<file path="src/hw/shcs_pkg.sv">
// Purpose: Constants for the system handler control and state block
// Assumes: 32-bit register port, byte addresses, one clock
// Notes:   Reserved bits are held at zero by masks, never stored
package shcs_pkg;
    localparam int          ADDR_W      = 12;
    localparam int          DATA_W      = 32;
    localparam int          EVT_W       = 3;
    // Register byte addresses
    localparam logic [11:0] OFF_CTRL    = 12'hD24;
    localparam logic [11:0] OFF_EVT_ST  = 12'hF00;
    localparam logic [11:0] OFF_EVT_MSK = 12'hF04;
    // Field positions of the control and state register
    localparam int          B_EN_USAGE  = 18;
    localparam int          B_EN_BUS    = 17;
    localparam int          B_EN_MEM    = 16;
    localparam int          B_PD_CALL   = 15;
    localparam int          B_PD_BUS    = 14;
    localparam int          B_PD_MEM    = 13;
    localparam int          B_PD_USAGE  = 12;
    localparam int          B_AC_TIMER  = 11;
    localparam int          B_AC_SERV   = 10;
    localparam int          B_AC_DBG    = 8;
    localparam int          B_AC_CALL   = 7;
    localparam int          B_AC_USAGE  = 3;
    localparam int          B_AC_BUS    = 1;
    localparam int          B_AC_MEM    = 0;
    // Writable bits; everything else reads zero
    localparam logic [31:0] CTRL_WMASK  = 32'h0007_FD8B;
    localparam logic [31:0] CTRL_RESET  = 32'h0000_0000;
    localparam logic [31:0] ZERO_WORD   = 32'h0000_0000;
    localparam logic [2:0]  EVT_RESET   = 3'h0;
    // Escalation event bits
    localparam int          E_MEM       = 0;
    localparam int          E_BUS       = 1;
    localparam int          E_USAGE     = 2;
    // Exception identifiers used by the core on entry and return
    typedef enum logic [2:0] {
        EXC_MEMMANAGE   = 3'h0,
        EXC_BUS_FAULT   = 3'h1,
        EXC_USAGE_FAULT = 3'h2,
        EXC_SUPER_CALL  = 3'h3,
        EXC_DEBUG_WATCH = 3'h4,
        EXC_PEND_SERV   = 3'h5,
        EXC_SYS_TIMER   = 3'h6,
        EXC_NONE        = 3'h7
    } exc_id_t;
endpackage

</file>
<file path="src/hw/event_flags.sv">
// Purpose: Sticky event status with mask and one level interrupt
// Assumes: Events and writes come from the same clock domain
// Notes:   An event in the cycle of its clear keeps the flag set
module event_flags
    import shcs_pkg::*;
#(
    parameter int W = EVT_W
) (
    input  wire logic         clk_in,
    input  wire logic         rst_in,
    input  wire logic [W-1:0] event_in,
    input  wire logic         wr_status_in,
    input  wire logic         wr_mask_in,
    input  wire logic [W-1:0] wdata_in,
    output logic      [W-1:0] status_out,
    output logic      [W-1:0] mask_out,
    output logic              irq_out
);
    logic [W-1:0] next_status;
    logic [W-1:0] next_mask;
    logic         next_irq;

    // Write one clears; a new event wins over the clear
    always_comb begin
        next_status = status_out & ~(wr_status_in ? wdata_in : {W{1'b0}});
        next_status = next_status | event_in;
        next_mask   = wr_mask_in ? wdata_in : mask_out;
        next_irq    = |(next_status & next_mask);
    end

    // Registered so the interrupt line is glitch free
    always_ff @(posedge clk_in) begin
        if (rst_in) begin
            status_out <= W'(EVT_RESET);
            mask_out   <= W'(EVT_RESET);
            irq_out    <= 1'b0;
        end else begin
            status_out <= next_status;
            mask_out   <= next_mask;
            irq_out    <= next_irq;
        end
    end
endmodule

</file>
<file path="src/hw/system_handler_ctrl_state.sv">
// Purpose: System handler enables, pending and active flags with register access
// Assumes: Core exception signals run on CORE_CLK_IN; only privileged code reaches the port
// Notes:   Hardware sets take priority over a software clear in the same cycle
module system_handler_ctrl_state
    import shcs_pkg::*;
(
    input  wire logic              CORE_CLK_IN,
    input  wire logic              RST_IN,
    input  wire logic [ADDR_W-1:0] ADDR_IN,
    input  wire logic [DATA_W-1:0] WDATA_IN,
    input  wire logic              WR_IN,
    input  wire logic              RD_IN,
    input  wire logic              FAULT_MEM_IN,
    input  wire logic              FAULT_BUS_IN,
    input  wire logic              FAULT_USAGE_IN,
    input  wire logic              CALL_REQ_IN,
    input  wire logic              ENTER_IN,
    input  wire logic [2:0]        ENTER_ID_IN,
    input  wire logic              EXIT_IN,
    input  wire logic [2:0]        EXIT_ID_IN,
    output logic      [DATA_W-1:0] RDATA_OUT,
    output logic                   HARD_FAULT_OUT,
    output logic                   IRQ_OUT,
    output logic                   MEM_FAULT_EN_OUT,
    output logic                   BUS_FAULT_EN_OUT,
    output logic                   USAGE_FAULT_EN_OUT,
    output logic                   CALL_PENDING_OUT,
    output logic                   BUS_PENDING_OUT,
    output logic                   MEM_PENDING_OUT,
    output logic                   USAGE_PENDING_OUT,
    output logic                   TIMER_ACTIVE_OUT,
    output logic                   SERVICE_ACTIVE_OUT,
    output logic                   DEBUG_ACTIVE_OUT,
    output logic                   CALL_ACTIVE_OUT,
    output logic                   USAGE_ACTIVE_OUT,
    output logic                   BUS_ACTIVE_OUT,
    output logic                   MEM_ACTIVE_OUT
);
    logic [31:0]      state;
    logic [31:0]      next_state;
    logic [31:0]      next_rdata;
    logic             next_hard;
    logic             wr_ctrl;
    logic             wr_evt_st;
    logic             wr_evt_msk;
    logic [EVT_W-1:0] escalate;
    logic [EVT_W-1:0] evt_status;
    logic [EVT_W-1:0] evt_mask;

    // Address match shared by read and write decode
    function automatic logic hit(input logic [ADDR_W-1:0] a, input logic [11:0] off);
        return a == off;
    endfunction

    // One-hot pending bit for an exception, zero where none exists
    function automatic logic [31:0] pend_bit(input logic [2:0] id);
        logic [31:0] m;
        m = ZERO_WORD;
        unique case (exc_id_t'(id))
            EXC_MEMMANAGE:   m[B_PD_MEM]   = 1'b1;
            EXC_BUS_FAULT:   m[B_PD_BUS]   = 1'b1;
            EXC_USAGE_FAULT: m[B_PD_USAGE] = 1'b1;
            EXC_SUPER_CALL:  m[B_PD_CALL]  = 1'b1;
            default:         m = ZERO_WORD;
        endcase
        return m;
    endfunction

    // One-hot active bit for an exception
    function automatic logic [31:0] act_bit(input logic [2:0] id);
        logic [31:0] m;
        m = ZERO_WORD;
        unique case (exc_id_t'(id))
            EXC_MEMMANAGE:   m[B_AC_MEM]   = 1'b1;
            EXC_BUS_FAULT:   m[B_AC_BUS]   = 1'b1;
            EXC_USAGE_FAULT: m[B_AC_USAGE] = 1'b1;
            EXC_SUPER_CALL:  m[B_AC_CALL]  = 1'b1;
            EXC_DEBUG_WATCH: m[B_AC_DBG]   = 1'b1;
            EXC_PEND_SERV:   m[B_AC_SERV]  = 1'b1;
            EXC_SYS_TIMER:   m[B_AC_TIMER] = 1'b1;
            default:         m = ZERO_WORD;
        endcase
        return m;
    endfunction

    // Write strobe decode
    assign wr_ctrl    = WR_IN && hit(ADDR_IN, OFF_CTRL);
    assign wr_evt_st  = WR_IN && hit(ADDR_IN, OFF_EVT_ST);
    assign wr_evt_msk = WR_IN && hit(ADDR_IN, OFF_EVT_MSK);

    // escalate disabled faults
    // Enables are taken from the stored value, so a write lands one cycle later
    assign escalate[E_MEM]   = FAULT_MEM_IN   && !state[B_EN_MEM];
    assign escalate[E_BUS]   = FAULT_BUS_IN   && !state[B_EN_BUS];
    assign escalate[E_USAGE] = FAULT_USAGE_IN && !state[B_EN_USAGE];

    // Next flag state: software write, then core entry and return, then hardware sets
    always_comb begin
        next_state = state;
        // software write of flags
        // The same write
        if (wr_ctrl) begin
            next_state = WDATA_IN;
        end
        if (ENTER_IN) begin
            next_state = (next_state & ~pend_bit(ENTER_ID_IN)) | act_bit(ENTER_ID_IN);
        end
        if (EXIT_IN && !(ENTER_IN && ENTER_ID_IN == EXIT_ID_IN)) begin
            next_state = next_state & ~act_bit(EXIT_ID_IN);
        end
        if (FAULT_MEM_IN && state[B_EN_MEM]) begin
            next_state[B_PD_MEM] = 1'b1;
        end
        // bus fault pends only when enabled
        if (FAULT_BUS_IN && state[B_EN_BUS]) begin
            next_state[B_PD_BUS] = 1'b1;
        end
        // usage fault pends only when enabled
        if (FAULT_USAGE_IN && state[B_EN_USAGE]) begin
            next_state[B_PD_USAGE] = 1'b1;
        end
        if (CALL_REQ_IN) begin
            next_state[B_PD_CALL] = 1'b1;
        end
        next_state = next_state & CTRL_WMASK;
        next_hard  = |escalate;
    end

    // Read mux; unmapped addresses and idle cycles return zero
    always_comb begin
        next_rdata = ZERO_WORD;
        if (RD_IN) begin
            if (hit(ADDR_IN, OFF_CTRL)) begin
                next_rdata = state & CTRL_WMASK;
            end else if (hit(ADDR_IN, OFF_EVT_ST)) begin
                next_rdata = {{(DATA_W-EVT_W){1'b0}}, evt_status};
            end else if (hit(ADDR_IN, OFF_EVT_MSK)) begin
                next_rdata = {{(DATA_W-EVT_W){1'b0}}, evt_mask};
            end
        end
    end

    always_ff @(posedge CORE_CLK_IN) begin
        if (RST_IN) begin
            state          <= CTRL_RESET;
            RDATA_OUT      <= ZERO_WORD;
            HARD_FAULT_OUT <= 1'b0;
        end else begin
            state          <= next_state;
            RDATA_OUT      <= next_rdata;
            HARD_FAULT_OUT <= next_hard;
        end
    end

    // Flag outputs are bits of the state register itself
    // memory fault enable
    assign MEM_FAULT_EN_OUT   = state[B_EN_MEM];
    assign BUS_FAULT_EN_OUT   = state[B_EN_BUS];
    assign USAGE_FAULT_EN_OUT = state[B_EN_USAGE];
    assign CALL_PENDING_OUT   = state[B_PD_CALL];
    assign BUS_PENDING_OUT    = state[B_PD_BUS];
    assign MEM_PENDING_OUT    = state[B_PD_MEM];
    assign USAGE_PENDING_OUT  = state[B_PD_USAGE];
    assign TIMER_ACTIVE_OUT   = state[B_AC_TIMER];
    assign SERVICE_ACTIVE_OUT = state[B_AC_SERV];
    assign DEBUG_ACTIVE_OUT   = state[B_AC_DBG];
    assign CALL_ACTIVE_OUT    = state[B_AC_CALL];
    assign USAGE_ACTIVE_OUT   = state[B_AC_USAGE];
    assign BUS_ACTIVE_OUT     = state[B_AC_BUS];
    assign MEM_ACTIVE_OUT     = state[B_AC_MEM];

    // Escalations are logged so software can see faults that became hard faults
    event_flags #(
        .W (EVT_W)
    ) u_evt (
        .clk_in       (CORE_CLK_IN),
        .rst_in       (RST_IN),
        .event_in     (escalate),
        .wr_status_in (wr_evt_st),
        .wr_mask_in   (wr_evt_msk),
        .wdata_in     (WDATA_IN[EVT_W-1:0]),
        .status_out   (evt_status),
        .mask_out     (evt_mask),
        .irq_out      (IRQ_OUT)
    );
endmodule

</file>
<file path="config.mk">
export PLATFORM = sky130hd
export DESIGN_NAME = system_handler_ctrl_state
export DESIGN_NICKNAME = d
export VERILOG_FILES = /design/src/hw/shcs_pkg.sv /design/src/hw/event_flags.sv /design/src/hw/system_handler_ctrl_state.sv
export SDC_FILE = /design/constraint.sdc
export NUM_CORES = 1
export LEC_CHECK = 0
export BUFFER_PORTS_ARGS = -buffer_cell sky130_fd_sc_hd__buf_2
export CAP_MARGIN = 20
export CORE_MARGIN = 2
export CORE_UTILIZATION = 46
export DETAILED_ROUTE_END_ITERATION = 8
export GPL_TIMING_DRIVEN = 0
export PLACE_DENSITY = 0.86
export SYNTH_ARGS = -nofsm -noshare
export SYNTH_HDL_FRONTEND = slang
export SYNTH_SLANG_ARGS = --single-unit
</file>
<file path="constraint.sdc">
create_clock -name CORE_CLK_IN -period 4.45 [get_ports CORE_CLK_IN]
set_input_delay 0.445 -clock CORE_CLK_IN [delete_from_list [all_inputs] [get_ports CORE_CLK_IN]]
set_output_delay 0.445 -clock CORE_CLK_IN [all_outputs]
set_load 0.005 [all_outputs]
</file>
==> qor.yml <==
p_leak_nw: 1.22
clk_latency_ns: 0.29
synth_cell_types: 37
hold_path_end: "state[15]$_SDFF_PP0_"
cts_tree: "yes"
worst-path-buf-inv: 3
vias: 1548
postRouteAntennaNets: 0
grt_first_pass_wirelength_um: 6250
synth_area_per_cell_um2: 9.73
r2r-end: "u_evt.irq_out$_SDFF_PP0_"
rsz0062_at_grt: "no"
vias_per_cell: 4.81
drcViolationCount: 0
drt-pass1-iter-count: 4
antennaDiodeCount: 0
die_area_um2: 4270
rr_startpoint: "state[18]$_SDFFE_PP0P_"
whs_ns: 0.369
ys_warn_count: 0
hp-start: "CALL_REQ_IN"
end_kind: "flip-flop"
finalWirelength_um: 3980
grt_pass1_vias: 1449
htree_levels: 2
place_area_um2: 2210
setup_tns_ns: 0
cts-root-buf: "clkbuf_8"
final_layout_size_suffix_gt1_share_pct: 40.5
cts_buffers: 5
gr-usage-all-layers_pct: 19.3
synth_area_leaders: "dfxtp_1 43%, mux2i_1 9.2%, buf_4 7.4%, and2_1 4.3%, nor2_1 4.1%"
ys_ff_latch: 37
hold_viol: 0
yosysMostFrequentCell: "dfxtp_1"
synth_flop_cell: "dfxtp_1"
grt_max_degree: 13
die_h_um: 65.4
setup_viol: 0
slowest_delay_ns: 0.52
place_congestion: 0.904
skew_ns: 0.00289
yosysSeqAreaShare_pct: 42.8
drt_iter0_markers: 82
cts_hold_buf: 0
wl_per_cell_um: 12.4
path_delay_family: "simple AND/OR/NAND/NOR gates"
antenna_found_initial: 0
rows: 22
clock_sinks: 37
critPathLaunchType: "input pin"
die_w_um: 65.4
postCtsResizedCells: 0
syn_area_um2: 1730
synth_edf_count: 0
core_area_um2: 3630
fmax_mhz: 475
start_util_pct: 47.7
min_period_ns: 2.10
yosys.area.top_type_share_pct: 42.8
synth_top_area_cell: "dfxtp_1"
tightest_slew_ns: 0.610
syn-instance-count: 178
cp_cell_sequence: "buf_2 > or4_4 > or4_4 > buf_6 > buf_6 > mux2i_1 > a221oi_1"
fin_area_um2: 2330
clockBufferDepth: 2
utilization_pct: 64.2
arrival_ns: 2.30
finalMaxSlewViolations: 0
critPathKind: "input pin to flip-flop"
synth_common_cells: "37 x dfxtp_1, 19 x nor2_1, 17 x buf_4"
cap_viol_max_count: 0
maxSlewHeadroom_pct: 59.1
outcome: "completed"
clk_pin_slew_worst_paths_ns: 0.07
grt_overflow_total: 0
hold_path_class: "input pin to flip-flop"
finalNetCount: 333
min_delay_path_depth: 3
ir_drop_v: 0.000142
numPortBuffers: 72
area_delta_synth_final_pct: 34.7
rr_worst_depth: 5
pin_count: 108
cts_setup_buffers: 0
power_density_nw_per_um2: 308
required_ns: 4.65
synthArstFlopShare_pct: 0
dp_hpwl_um: 3110
cp_max_fo: 10
r2r_setup_slack_ns: 3.17
fin_crit_sh_pct: 47.3
crit_path_top_delay_cell: "or4_4"
## final cells by class
type                            count  area [um^2]
Clock inverter                      2         37.5
Multi-Input combinational cell    133          882
Inverter                            1         3.75
Timing Repair Buffer               72          360
Buffer                             23          165
Sequential cell                    37          741
Tap cell                           48         60.1
Clock buffer                        6         82.6
Fill cell                         309         1300
## registers in the layout, indices dropped and copies added, names as in the netlist
register,flops
u_evt.irq_out,1
u_evt.mask_out,3
RDATA_OUT,15
state,14
u_evt.status_out,3
HARD_FAULT_OUT,1
## tightest hold or removal path, delay by kind of cell
family          cells  cell delay, ns
simple gates        1            0.07
buf+inv             1            0.08
compound gates      1            0.03
## per-stage QoR
step                power [mW]  instances  setup slack [ns]
floorplan                0.387        194              2.23
global placement         0.420        314              2.05
detailed placement       0.422        314              2.04
CTS                      0.720        322              2.33
global route             0.741        322              2.20
finish                   0.718        322              2.35
## kinds of logic after synthesis
kind of cell	Yosys count	synth area share, %
simple gates	71	22.9
flops	37	42.8
buf+inv	24	9.75
compound gates	23	10.6
mux	20	12.7
xor+xnor	2	1.01
other cells	1	0.217
## how the worst max path moves through the flow
stage,from,end,depth (start not counted)
after floorplan,ADDR_IN[6],state[10]$_SDFF_PP0_,6
after global routing,ADDR_IN[6],RDATA_OUT[15]$_SDFF_PP0_,6
after CTS,ADDR_IN[6],RDATA_OUT[15]$_SDFF_PP0_,6
after detailed placement,ADDR_IN[6],state[8]$_SDFF_PP0_,7
after global placement,ADDR_IN[6],state[8]$_SDFF_PP0_,7
final,ADDR_IN[6],state[8]$_SDFF_PP0_,7
## per-layer routing
layer,GRT usage (%),wire (um)
met5,0,0
met3,5.14,301
met4,10.2,107
met2,33.9,1970
met1,21.2,1600
## layout by cell type, fill, tap and decap left out, types with 6 or more instances in the layout
master and count:
buf_2 72, dfxtp_1 37, nor2_1 19, buf_4 17
conb_1 17, mux2i_1 16, and2_1 12, nand2_1 7
nand2b_1 6, nor2b_1 6, a221oi_1 6, clkbuf_8 6
## where the power goes
part	total (mW)	internal, mW	switching (mW)
sequential	0.339	0.336	0.00309
combinational	0.0763	0.0388	0.0375
clock	0.302	0.182	0.120
total	0.718	0.557	0.161
No activity file was read; power rests on OpenSTA's default activity.
